$ cat config.mk
export PLATFORM = sky130hd
export DESIGN_NAME = ivc_ctrl
export DESIGN_NICKNAME = d
export VERILOG_FILES = /design/src/rtl/ivc_pkg.sv /design/src/rtl/ivc_ctrl.sv
export SDC_FILE = /design/constraint.sdc
export NUM_CORES = 1
export LEC_CHECK = 0
export BUFFER_PORTS_ARGS = -buffer_cell sky130_fd_sc_hd__buf_2
export CORE_ASPECT_RATIO = 0.7
export CORE_MARGIN = 1
export CORE_UTILIZATION = 40
export CTS_CLUSTER_SIZE = 16
export DETAILED_ROUTE_END_ITERATION = 10
export PLACE_DENSITY_LB_ADDON = 0.2
export SLEW_MARGIN = 40
export SYNTH_ARGS = -nofsm -noshare
export SYNTH_HDL_FRONTEND = slang
export SYNTH_SLANG_ARGS = --single-unit
$ cat constraint.sdc
create_clock -name clk -period 9.8 [get_ports clk]
set_input_delay 1.47 -clock clk [delete_from_list [all_inputs] [get_ports clk]]
set_output_delay 1.47 -clock clk [all_outputs]
set_load 0.005 [all_outputs]
$ cat src/rtl/ivc_pkg.sv
package ivc_pkg;
	// Vector count, source count and pins that arrive from outside the clock domain
	localparam int NUM_VEC = 10;
	localparam int NUM_SRC = 21;
	localparam int NUM_PIN = 7;
	// Vectors below this index may take the top level instead of high
	localparam int TOP_CAPABLE = 2;
	localparam int IDX_W = 4;
	localparam int ADDR_W = 16;
	// Vector address map: first entry and spacing
	localparam logic [ADDR_W-1:0] VEC_BASE = 16'h0003;
	localparam logic [ADDR_W-1:0] VEC_STEP = 16'h0008;
	localparam logic [ADDR_W-1:0] VEC_LAST = 16'h004B;

	// Source bit positions within the gathered source word
	// 0 ext a | 1 ext b | 2 ext c | 3 timer0 low | 4 ext e | 5 ext d | 6 ext f
	// 7 base timer | 8 timer0 high | 9 timer1 low | 10 timer1 high | 11 sync serial
	// 12 duplex rx | 13 async serial | 14 duplex tx | 15 converter | 16 timer6
	// 17 timer7 | 18 pwm a | 19 pwm b | 20 port 0
	typedef logic [NUM_SRC-1:0] ivc_src_mask_t;
	localparam ivc_src_mask_t VEC_SRC_MASK [NUM_VEC] = '{
		21'h000001, 21'h000002, 21'h00001C, 21'h0000E0, 21'h000100,
		21'h000600, 21'h001800, 21'h006000, 21'h0F8000, 21'h100000
	};

	// Priority levels in ascending order; none means nothing in service
	typedef enum logic [1:0] {LVL_NONE, LVL_LOW, LVL_HIGH, LVL_TOP} ivc_level_t;
endpackage : ivc_pkg

$ cat src/rtl/ivc_ctrl.sv
`timescale 1ns/1ps
module ivc_ctrl (
	input wire logic clk,
	input wire logic reset,
	input wire logic ext_irq_a,
	input wire logic ext_irq_b,
	input wire logic ext_irq_c,
	input wire logic ext_irq_d,
	input wire logic ext_irq_e,
	input wire logic ext_irq_f,
	input wire logic port0_irq,
	input wire logic timer_zero_low_evt,
	input wire logic timer_zero_high_evt,
	input wire logic timer_one_low_evt,
	input wire logic timer_one_high_evt,
	input wire logic base_timer_evt,
	input wire logic sync_serial_evt,
	input wire logic async_serial_evt,
	input wire logic duplex_rx_evt,
	input wire logic duplex_tx_evt,
	input wire logic converter_evt,
	input wire logic timer_six_evt,
	input wire logic timer_seven_evt,
	input wire logic pwm_chan_a_evt,
	input wire logic pwm_chan_b_evt,
	input wire logic [ivc_pkg::NUM_SRC-1:0] src_enable,
	input wire logic [ivc_pkg::NUM_VEC-1:0] vec_level_upper,
	input wire logic irq_ack,
	input wire logic irq_return,
	output logic irq_req,
	output logic [ivc_pkg::ADDR_W-1:0] irq_vector,
	output logic [ivc_pkg::IDX_W-1:0] irq_index,
	output ivc_pkg::ivc_level_t irq_level,
	output ivc_pkg::ivc_level_t service_level
);
	import ivc_pkg::*;

	logic [NUM_PIN-1:0] pin_raw;
	logic [NUM_PIN-1:0] sync1_reg;
	logic [NUM_PIN-1:0] sync1_next;
	logic [NUM_PIN-1:0] sync2_reg;
	logic [NUM_PIN-1:0] sync2_next;
	logic [NUM_SRC-1:0] src_pend;
	logic [NUM_VEC-1:0] vec_pend;
	ivc_level_t vec_lvl [NUM_VEC];
	ivc_level_t cur_level;
	ivc_level_t best_lvl;
	logic [IDX_W-1:0] best_idx;
	logic found;
	logic req_reg;
	logic req_next;
	logic [ADDR_W-1:0] vec_reg;
	logic [ADDR_W-1:0] vec_next;
	logic [IDX_W-1:0] idx_reg;
	logic [IDX_W-1:0] idx_next;
	ivc_level_t lvl_reg;
	ivc_level_t lvl_next;
	logic [2:0] svc_reg;
	logic [2:0] svc_next;
	logic take;

	// Pins are asynchronous; two flops before anything looks at them
	assign pin_raw = {port0_irq, ext_irq_f, ext_irq_d, ext_irq_e, ext_irq_c, ext_irq_b, ext_irq_a};

	always_comb begin
		sync1_next = pin_raw;
		sync2_next = sync1_reg;
	end

	// Synchroniser stages; only the second stage feeds the sources
	always_ff @(posedge clk) begin
		if (reset) begin
			sync1_reg <= '0;
			sync2_reg <= '0;
		end else begin
			sync1_reg <= sync1_next;
			sync2_reg <= sync2_next;
		end
	end

	// Gather sources in the package bit order
	assign src_pend = {sync2_reg[6], pwm_chan_b_evt, pwm_chan_a_evt, timer_seven_evt,
		timer_six_evt, converter_evt, duplex_tx_evt, async_serial_evt, duplex_rx_evt,
		sync_serial_evt, timer_one_high_evt, timer_one_low_evt, timer_zero_high_evt,
		base_timer_evt, sync2_reg[5], sync2_reg[4], sync2_reg[3], timer_zero_low_evt,
		sync2_reg[2], sync2_reg[1], sync2_reg[0]};

	// Per-vector request and level; flags stay in the peripherals for software
	for (genvar v = 0; v < NUM_VEC; v++) begin : g_vec
		assign vec_pend[v] = |(src_pend & src_enable & VEC_SRC_MASK[v]);
		assign vec_lvl[v] = !vec_level_upper[v] ? LVL_LOW : (v < TOP_CAPABLE) ? LVL_TOP : LVL_HIGH;
	end

	always_comb begin
		if (svc_reg[2]) begin
			cur_level = LVL_TOP;
		end else if (svc_reg[1]) begin
			cur_level = LVL_HIGH;
		end else if (svc_reg[0]) begin
			cur_level = LVL_LOW;
		end else begin
			cur_level = LVL_NONE;
		end
	end

	// Descending scan with >= lets the smallest index win a tie
	always_comb begin
		best_lvl = LVL_NONE;
		best_idx = '0;
		found = 1'b0;
		for (int v = NUM_VEC - 1; v >= 0; v--) begin
			if (vec_pend[v] && vec_lvl[v] > cur_level && vec_lvl[v] >= best_lvl) begin
				best_lvl = vec_lvl[v];
				best_idx = IDX_W'(v);
				found = 1'b1;
			end
		end
	end

	// Request, vector and nesting state; return unwinds before a new accept
	assign take = irq_ack && req_reg;

	always_comb begin
		svc_next = svc_reg;
		if (irq_return) begin
			if (svc_reg[2]) begin
				svc_next[2] = 1'b0;
			end else if (svc_reg[1]) begin
				svc_next[1] = 1'b0;
			end else begin
				svc_next[0] = 1'b0;
			end
		end
		if (take) begin
			unique case (lvl_reg)
				LVL_TOP: svc_next[2] = 1'b1;
				LVL_HIGH: svc_next[1] = 1'b1;
				LVL_LOW: svc_next[0] = 1'b1;
				LVL_NONE: svc_next = svc_next;
			endcase
		end
		// One idle cycle after an accept so the new level is seen first
		req_next = take ? 1'b0 : found;
		vec_next = vec_reg;
		idx_next = idx_reg;
		lvl_next = lvl_reg;
		if (found && !take) begin
			vec_next = ADDR_W'(VEC_BASE + VEC_STEP * ADDR_W'(best_idx));
			idx_next = best_idx;
			lvl_next = best_lvl;
		end
	end

	// Request and nesting registers
	always_ff @(posedge clk) begin
		if (reset) begin
			req_reg <= 1'b0;
			vec_reg <= VEC_BASE;
			idx_reg <= '0;
			lvl_reg <= LVL_NONE;
			svc_reg <= '0;
		end else begin
			req_reg <= req_next;
			vec_reg <= vec_next;
			idx_reg <= idx_next;
			lvl_reg <= lvl_next;
			svc_reg <= svc_next;
		end
	end

	// Offer straight from the registers; service level decoded from nesting bits
	assign irq_req = req_reg;
	assign irq_vector = vec_reg;
	assign irq_index = idx_reg;
	assign irq_level = lvl_reg;
	assign service_level = cur_level;

	// Independent reference arbiter, used only by the checks below
	ivc_level_t chk_max;
	logic [IDX_W-1:0] chk_first;
	always_comb begin
		chk_max = LVL_NONE;
		chk_first = '0;
		for (int v = 0; v < NUM_VEC; v++) begin
			if (vec_pend[v] && vec_lvl[v] > cur_level && vec_lvl[v] > chk_max) begin
				chk_max = vec_lvl[v];
			end
		end
		for (int v = NUM_VEC - 1; v >= 0; v--) begin
			if (vec_pend[v] && vec_lvl[v] == chk_max && chk_max != LVL_NONE) begin
				chk_first = IDX_W'(v);
			end
		end
	end

	// Checks against the reference arbiter and the nesting state
	a_level_valid: assert property (@(posedge clk) disable iff (reset)
		irq_req |-> irq_level inside {LVL_LOW, LVL_HIGH, LVL_TOP})
		else $error("request carries no level");
	a_above_service: assert property (@(posedge clk) disable iff (reset)
		irq_req |-> irq_level > service_level)
		else $error("request not above in-service level");
	a_highest_first: assert property (@(posedge clk) disable iff (reset)
		(found && !take) |=> irq_req && irq_level == $past(chk_max))
		else $error("not the highest pending level");
	a_smallest_vector: assert property (@(posedge clk) disable iff (reset)
		(found && !take) |=> irq_index == $past(chk_first))
		else $error("tie not broken by smallest vector");
	a_vector_map: assert property (@(posedge clk) disable iff (reset)
		irq_req |-> irq_vector == VEC_BASE + VEC_STEP * irq_index && irq_vector <= VEC_LAST)
		else $error("vector address off the map");
	a_top_restricted: assert property (@(posedge clk) disable iff (reset)
		(irq_req && irq_level == LVL_TOP) |-> irq_index < TOP_CAPABLE)
		else $error("top level on a vector that cannot take it");
	a_shared_request: assert property (@(posedge clk) disable iff (reset)
		(vec_pend != '0 && service_level == LVL_NONE && !take) |=> irq_req)
		else $error("pending enabled source raised no request");
	a_accept_nests: assert property (@(posedge clk) disable iff (reset)
		(take && !irq_return) |=> !irq_req ##1 service_level == $past(irq_level, 2))
		else $error("accept did not raise the service level");

	// Main scenarios: top grant, two-deep nesting, unwinding
	c_top_grant: cover property (@(posedge clk) disable iff (reset)
		take && irq_level == LVL_TOP);
	c_nested: cover property (@(posedge clk) disable iff (reset)
		svc_reg[0] && svc_reg[1]);
	c_unwind: cover property (@(posedge clk) disable iff (reset)
		irq_return && service_level == LVL_HIGH);
endmodule : ivc_ctrl

==> flow_summary.json, run 1 <==
{
  "antenna_left": 0,
  "power_frac_seq_pct": 25.9,
  "grt-ovfl-total": 0,
  "dp_hpwl_mm": 4.04,
  "place_ws_ns": -0.267,
  "synth_top_family_by_area": "compound AO/OA/AOI/OAI gates",
  "hold_buffers": 0,
  "maxCapViolCount": 0,
  "cts_made_buffers": 3,
  "drt-pass1-iter-count": 4,
  "met1_usage_pct": 26.5,
  "rsz0062_at_grt": "yes",
  "yosysWarningCount": 0,
  "cp_common_cell": "ha_1",
  "fin_crit_ns": 9.54,
  "initial_utilization_pct": 41.6,
  "switching_share_pct": 35.0,
  "yosys_register_bits": 24,
  "synth.area.mux_share_pct": 0.973,
  "critPathBufInv": 3,
  "hp-start": "sync1_reg[1]",
  "synth-simple-area-share_pct": 24.6,
  "fin_skew_ns": 0.00834,
  "antenna_found_initial": 0,
  "status": "completed",
  "synth.cell_area_sq_mm": 0.00219,
  "p_comb_share_pct": 55.0,
  "yosys-top-cells-area": "dfxtp_1 (22%), ha_1 (17%), nor2b_1 (6.0%), buf_4 (5.5%), a21oi_1 (3.4%)",
  "syn_area_per_cell_sq_um": 8.61,
  "synth_common_cells": "ha_1 (30), dfxtp_1 (24), nor2b_1 (21), nor2_1 (18), buf_4 (16)",
  "hold_viol": 0,
  "ctsHtreeMaxLevel": 1,
  "netSwitchingPower_uw": 158,
  "row_count": 22,
  "via_per_inst": 5.02,
  "cts_tree": "built",
  "grt_util_all_layers_pct": 18.3,
  "hold-path-cell-count": 1,
  "io_pins": 81,
  "placedCellCount": 413,
  "vias": 2134,
  "total_power_uw": 450,
  "reg2reg_to": "irq_level[0]",
  "arrival_ns": 9.69,
  "slew_violations": 0,
  "synth_top_area_share_pct": 22.0,
  "synth_fa_ha_area_share_pct": 17.6,
  "async_reset_ff_share_pct": 0,
  "routabilityCongestion": 0.815,
  "fin_crit_sh_pct": 97.4,
  "port_buffers": 68,
  "fp.dieH_um": 63.9,
  "worstMarginPinSlew_ns": 0.608,
  "required_ns": 9.94,
  "core_area_sq_mm": 0.00526,
  "crit_path_start_kind": "input pin",
  "synth-compound-area-share_pct": 26.3,
  "synth_top_cell_by_area": "dfxtp_1",
  "drt_iter0_markers": 75,
  "netlist_instances": 254,
  "drive_above_1_share_pct": 43.1,
  "reg2reg_slack_ns": 0.66,
  "synth_xor_area_share_pct": 0,
  "intPower_uw": 292,
  "crit_cells": 46,
  "num-nets-final": 440,
  "grt_pass1_vias": 1899,
  "dpl_cell_area_sq_mm": 0.00289,
  "fin_ws_ns": 0.258,
  "grt_use_met3_pct": 3.57,
  "setup_viol": 0,
  "critPathTopFamily": "compound AO/OA/AOI/OAI gates",
  "clkPwrFrac_pct": 19.1,
  "reg2reg_depth": 48,
  "die-area_sq_mm": 0.00577,
  "cp_slowest_cell": "o41a_1",
  "grt_pass1_wl_mm": 8.55,
  "r2r_start": "svc_reg[1]",
  "wirelength_mm": 5.06,
  "synth.distinct_cells": 60,
  "avgRoutedWirePerCell_um": 11.9,
  "hp-class": "reg2reg",
  "ir_drop_mv": 0.0786,
  "top_usage_layer": "met2",
  "yosysSeqAreaShare_pct": 22.0,
  "critPathKind": "in2reg",
  "antenna_cells": 0,
  "drc_errors": 0,
  "cp-end-kind": "flip-flop",
  "cp_max_fo": 5,
  "synth_ff_type": "dfxtp_1",
  "ctsLongestPathBuffers": 2,
  "die_w_um": 90.4,
  "slew_headroom_pct": 59.4,
  "syn2layout_area_growth_pct": 40.9,
  "fmax_mhz": 105,
  "yosys.cell_count.top_type": "ha_1",
  "hold_path_end": "sync2_reg[1]",
  "slowest_delay_ns": 0.46,
  "cts.sinks": 24,
  "fin_area_sq_mm": 0.00308,
  "stdcell_count": 425,
  "root_buffer": "clkbuf_8",
  "hold_ws_ns": 0.440,
  "grt_max_degree": 26,
  "power.density_mw_per_mm2": 146,
  "clk_pin_slew_worst_paths_ns": 0.09,
  "p_leak_nw": 1.47,
  "grt_use_met2_pct": 28.5,
  "synth_edf_count": 0,
  "clk_latency_ns": 0.27
}
==> per-layer routing <==
| layer | wire length, um | vias up |
|---|---|---|
| li1 | - | 1121 |
| met1 | 2600 | 955 |
| met2 | 2210 | 58 |
| met3 | 257 | 0 |
| met4 | 0 | 0 |
| met5 | 0 | - |
==> worst max path at each step <==
stage | start | endpoint | slack, ns
finish | vec_level_upper[9] | irq_level[0] | 0.26
global route | vec_level_upper[9] | irq_level[1] | -0.25
CTS | vec_level_upper[9] | irq_level[0] | 0.1
detailed placement | vec_level_upper[9] | irq_level[0] | -0.27
global placement | vec_level_upper[9] | irq_level[0] | -0.15
floorplan | vec_level_upper[9] | irq_level[0] | 0.003
==> final cells by class <==
cell class / count / area [sq um]
sequential: 24 / 480
tap: 72 / 90.1
clock buffer: 3 / 41.3
timing repair buffer: 104 / 621
inverter: 13 / 48.8
clock inverter: 1 / 30.0
multi-input combinational: 208 / 1770
fill: 501 / 2180
==> stage by stage <==
stage	util, %	TNS [ns]
final	58.6	0
after detailed placement	55.0	-0.814
after global routing	58.6	-0.883
after floorplan	-	0
after CTS	56.4	0
after global placement	55.0	-0.341
==> power by group through the flow <==
stage / registers, mW / logic (mW) / clock network, mW
floorplan: 0.118 / 0.159 / 0
global placement: 0.118 / 0.222 / 0
detailed placement: 0.119 / 0.226 / 0
CTS: 0.116 / 0.228 / 0.0880
global route: 0.118 / 0.274 / 0.0939
finish: 0.117 / 0.248 / 0.0857
==> logic make-up (layout without fill, tap and decap cells) <==
| family | after synthesis | count (layout) |
|---|---|---|
| AND/OR/NAND/NOR | 91 | 91 |
| AO/OA/AOI/OAI | 72 | 72 |
| buffers and inverters | 32 | 121 |
| adder cells (fa/ha/maj) | 31 | 31 |
| flip-flops | 24 | 24 |
| other | 2 | 12 |
| multiplexers | 2 | 2 |
==> worst register-to-register path, delay by kind of cell, from the launching register on <==
| family | cells | cell delay, ns |
|---|---|---|
| AO/OA/AOI/OAI | 18 | 3.50 |
| flip-flops | 1 | 0.36 |
| buffers and inverters | 4 | 0.54 |
| multiplexers | 1 | 0.31 |
| AND/OR/NAND/NOR | 17 | 2.06 |
| adder cells (fa/ha/maj) | 8 | 2.23 |
==> placed cells by master (no fill, tap or decap), types with 5 or more instances in the layout <==
cell type	n
buf_4	36
nor2b_1	19
ha_1	28
a21oi_1	11
nor2_1	15
dfxtp_1	24
inv_1	13
buf_2	67
o21ai_0	5
nand2b_4	5
conb_1	12
and2_1	6
nand2_1	13
==> what timing repair did <==
item,4_1_cts,5_1_grt
endpoints found under the setup margin,1,7
setup buffers,0,8
pin swaps,1,19
gates resized for setup,0,13
cloned,0,0
Power figures use the tool's default switching activity.
==> run 2: changes to the inputs <==
--- a/config.mk
+++ b/config.mk
@@ -6,9 +6,11 @@
 export NUM_CORES = 1
 export LEC_CHECK = 0
 export BUFFER_PORTS_ARGS = -buffer_cell sky130_fd_sc_hd__buf_2
+export CELL_PAD_IN_SITES_DETAIL_PLACEMENT = 1
+export CELL_PAD_IN_SITES_GLOBAL_PLACEMENT = 1
 export CORE_ASPECT_RATIO = 0.7
 export CORE_MARGIN = 1
-export CORE_UTILIZATION = 40
+export CORE_UTILIZATION = 33
 export CTS_CLUSTER_SIZE = 16
 export DETAILED_ROUTE_END_ITERATION = 10
 export PLACE_DENSITY_LB_ADDON = 0.2
==> run 2 against run 1 <==
Die area up 21%. Routed wire length grew 30%. Global-route usage increased by 0.53 points. Total power down 0.62%. First-iteration DRC count is 21% lower. Register-to-register slack lost 0.04 ns. Cell count increased by 3.3%. Worst hold slack lost 0.0015 ns. Non-clock buffer count grew 8. Final area is 2.8% higher. Critical path type unchanged. Critical endpoint unchanged.
==> flow_summary.json, run 2 (synthesized netlist as in run 1, its figures left out) <==
{
  "fin_crit_ns": 9.71,
  "root_buffer": "clkbuf_8",
  "critPathKind": "in2reg",
  "cp_slowest_cell": "a2111oi_4",
  "drt-pass1-iter-count": 4,
  "hold_ws_ns": 0.439,
  "die_w_um": 99.3,
  "die-area_sq_mm": 0.00696,
  "p_leak_nw": 1.51,
  "cp_max_fo": 5,
  "fp.dieH_um": 70.1,
  "maxCapViolCount": 0,
  "cp_common_cell": "ha_1",
  "total_power_uw": 447,
  "cts_made_buffers": 3,
  "initial_utilization_pct": 34.7,
  "final_cell_mix": "buf_2 (67), buf_4 (41), ha_1 (28)",
  "grt_pass1_wl_mm": 10.5,
  "fin_ws_ns": 0.0934,
  "clk_pin_slew_worst_paths_ns": 0.08,
  "cts_tree": "built",
  "arrival_ns": 9.88,
  "setup_viol": 0,
  "hold_viol": 0,
  "final_common_cell": "buf_2",
  "port_buffers": 68,
  "antenna_found_initial": 0,
  "grt_util_all_layers_pct": 18.8,
  "dpl_cell_area_sq_mm": 0.00293,
  "grt-ovfl-total": 0,
  "antenna_left": 0,
  "clk_latency_ns": 0.26,
  "ctsHtreeMaxLevel": 1,
  "ctsLongestPathBuffers": 2,
  "grt_pass1_vias": 2224,
  "rsz0062_at_grt": "yes",
  "dp_hpwl_mm": 5.31,
  "grt_max_degree": 26,
  "core_area_sq_mm": 0.00631,
  "drt_iter0_markers": 59,
  "via_per_inst": 5.08,
  "cp-end-kind": "flip-flop",
  "routabilityCongestion": 0.794,
  "antenna_cells": 0,
  "fmax_mhz": 103,
  "fin_skew_ns": 0.00622,
  "drive_above_1_share_pct": 45.7,
  "drc_errors": 0,
  "syn2layout_area_growth_pct": 44.9,
  "crit_path_start_kind": "input pin",
  "slowest_delay_ns": 0.48,
  "worstMarginPinSlew_ns": 0.652,
  "vias": 2228,
  "power.density_mw_per_mm2": 141,
  "avgRoutedWirePerCell_um": 15.0,
  "fillers": 748,
  "hp-class": "reg2reg",
  "row_count": 24,
  "final_util_pct": 50.2,
  "slew_violations": 0,
  "slew_headroom_pct": 56.5,
  "multi_input_area_sq_mm": 0.00179,
  "wirelength_mm": 6.60,
  "regArea_sq_um": 480,
  "required_ns": 9.97,
  "place_ws_ns": -0.468,
  "fin_crit_sh_pct": 99.0,
  "io_pins": 81,
  "status": "completed",
  "cts.sinks": 24,
  "ir_drop_mv": 0.0670,
  "fin_area_sq_mm": 0.00317,
  "num-nets-final": 448
}
run 2: changes by cell type in the layout (fill, tap and decap cells not counted), moves of 2 or more:
cell | previous run | this run
a21oi_1 | 11 | 9
a21oi_2 | 1 | 4
buf_4 | 36 | 41
buf_6 | 0 | 3
nand2_1 | 13 | 11
nand2_2 | 1 | 3
run 2: critical path, delay by kind of cell:
family | cells | cell delay, ns
AOI/OAI and AO/OA | 17 | 3.42
adders and majority gates | 8 | 2.15
and+or+nand+nor | 17 | 2.03
buffers and inverters | 4 | 0.46
muxes | 1 | 0.31
run 2: worst paths after layout:
kind	from	endpoint	slack (ns)	cells past startpoint
worst max-delay path	vec_level_upper[9]	irq_level[0]	0.09	47
worst min-delay path	sync1_reg[3]	sync2_reg[3]	0.44	1
worst max register to register	svc_reg[1]	irq_level[0]	0.62	49
worst min register to register	sync1_reg[3]	sync2_reg[3]	0.44	1
run 2: cell type report:
cell class	instances	area share (%)
Tap cell	78	3.08
Clock buffer	4	1.74
Inverter	13	1.54
Timing Repair Buffer	112	21.8
Sequential cell	24	15.2
Multi-Input combinational cell	208	56.6
run 2: timing repair:
item | CTS | global route
gates resized for setup | 1 | 21
buffers inserted | 1 | 11
endpoints found under the setup margin | 6 | 7
pin swaps | 2 | 12
hold buffers | 0 | 0
run 2: report_power, final:
| part | switching [mW] | internal, mW | total (mW) |
|---|---|---|---|
| clock network | 0.0298 | 0.0358 | 0.0656 |
| registers | 0.00931 | 0.108 | 0.118 |
| logic | 0.128 | 0.136 | 0.264 |
| total | 0.167 | 0.280 | 0.447 |
run 2: per-stage QoR:
stage	instances	TNS [ns]
2_1_floorplan	264	0
4_1_cts	428	0
3_3_place_gp	423	-0.0845
5_1_grt	439	-1.59
3_5_place_dp	423	-2.42
6_report	439	0
run 2: layer usage:
metal,up-vias,GRT usage [%],share of wire [%]
met5,-,0,0
met4,0,1.47,0.56
met2,55,31.3,46
met1,1041,26.6,50
li1,1128,-,-
met3,4,2.90,3.5
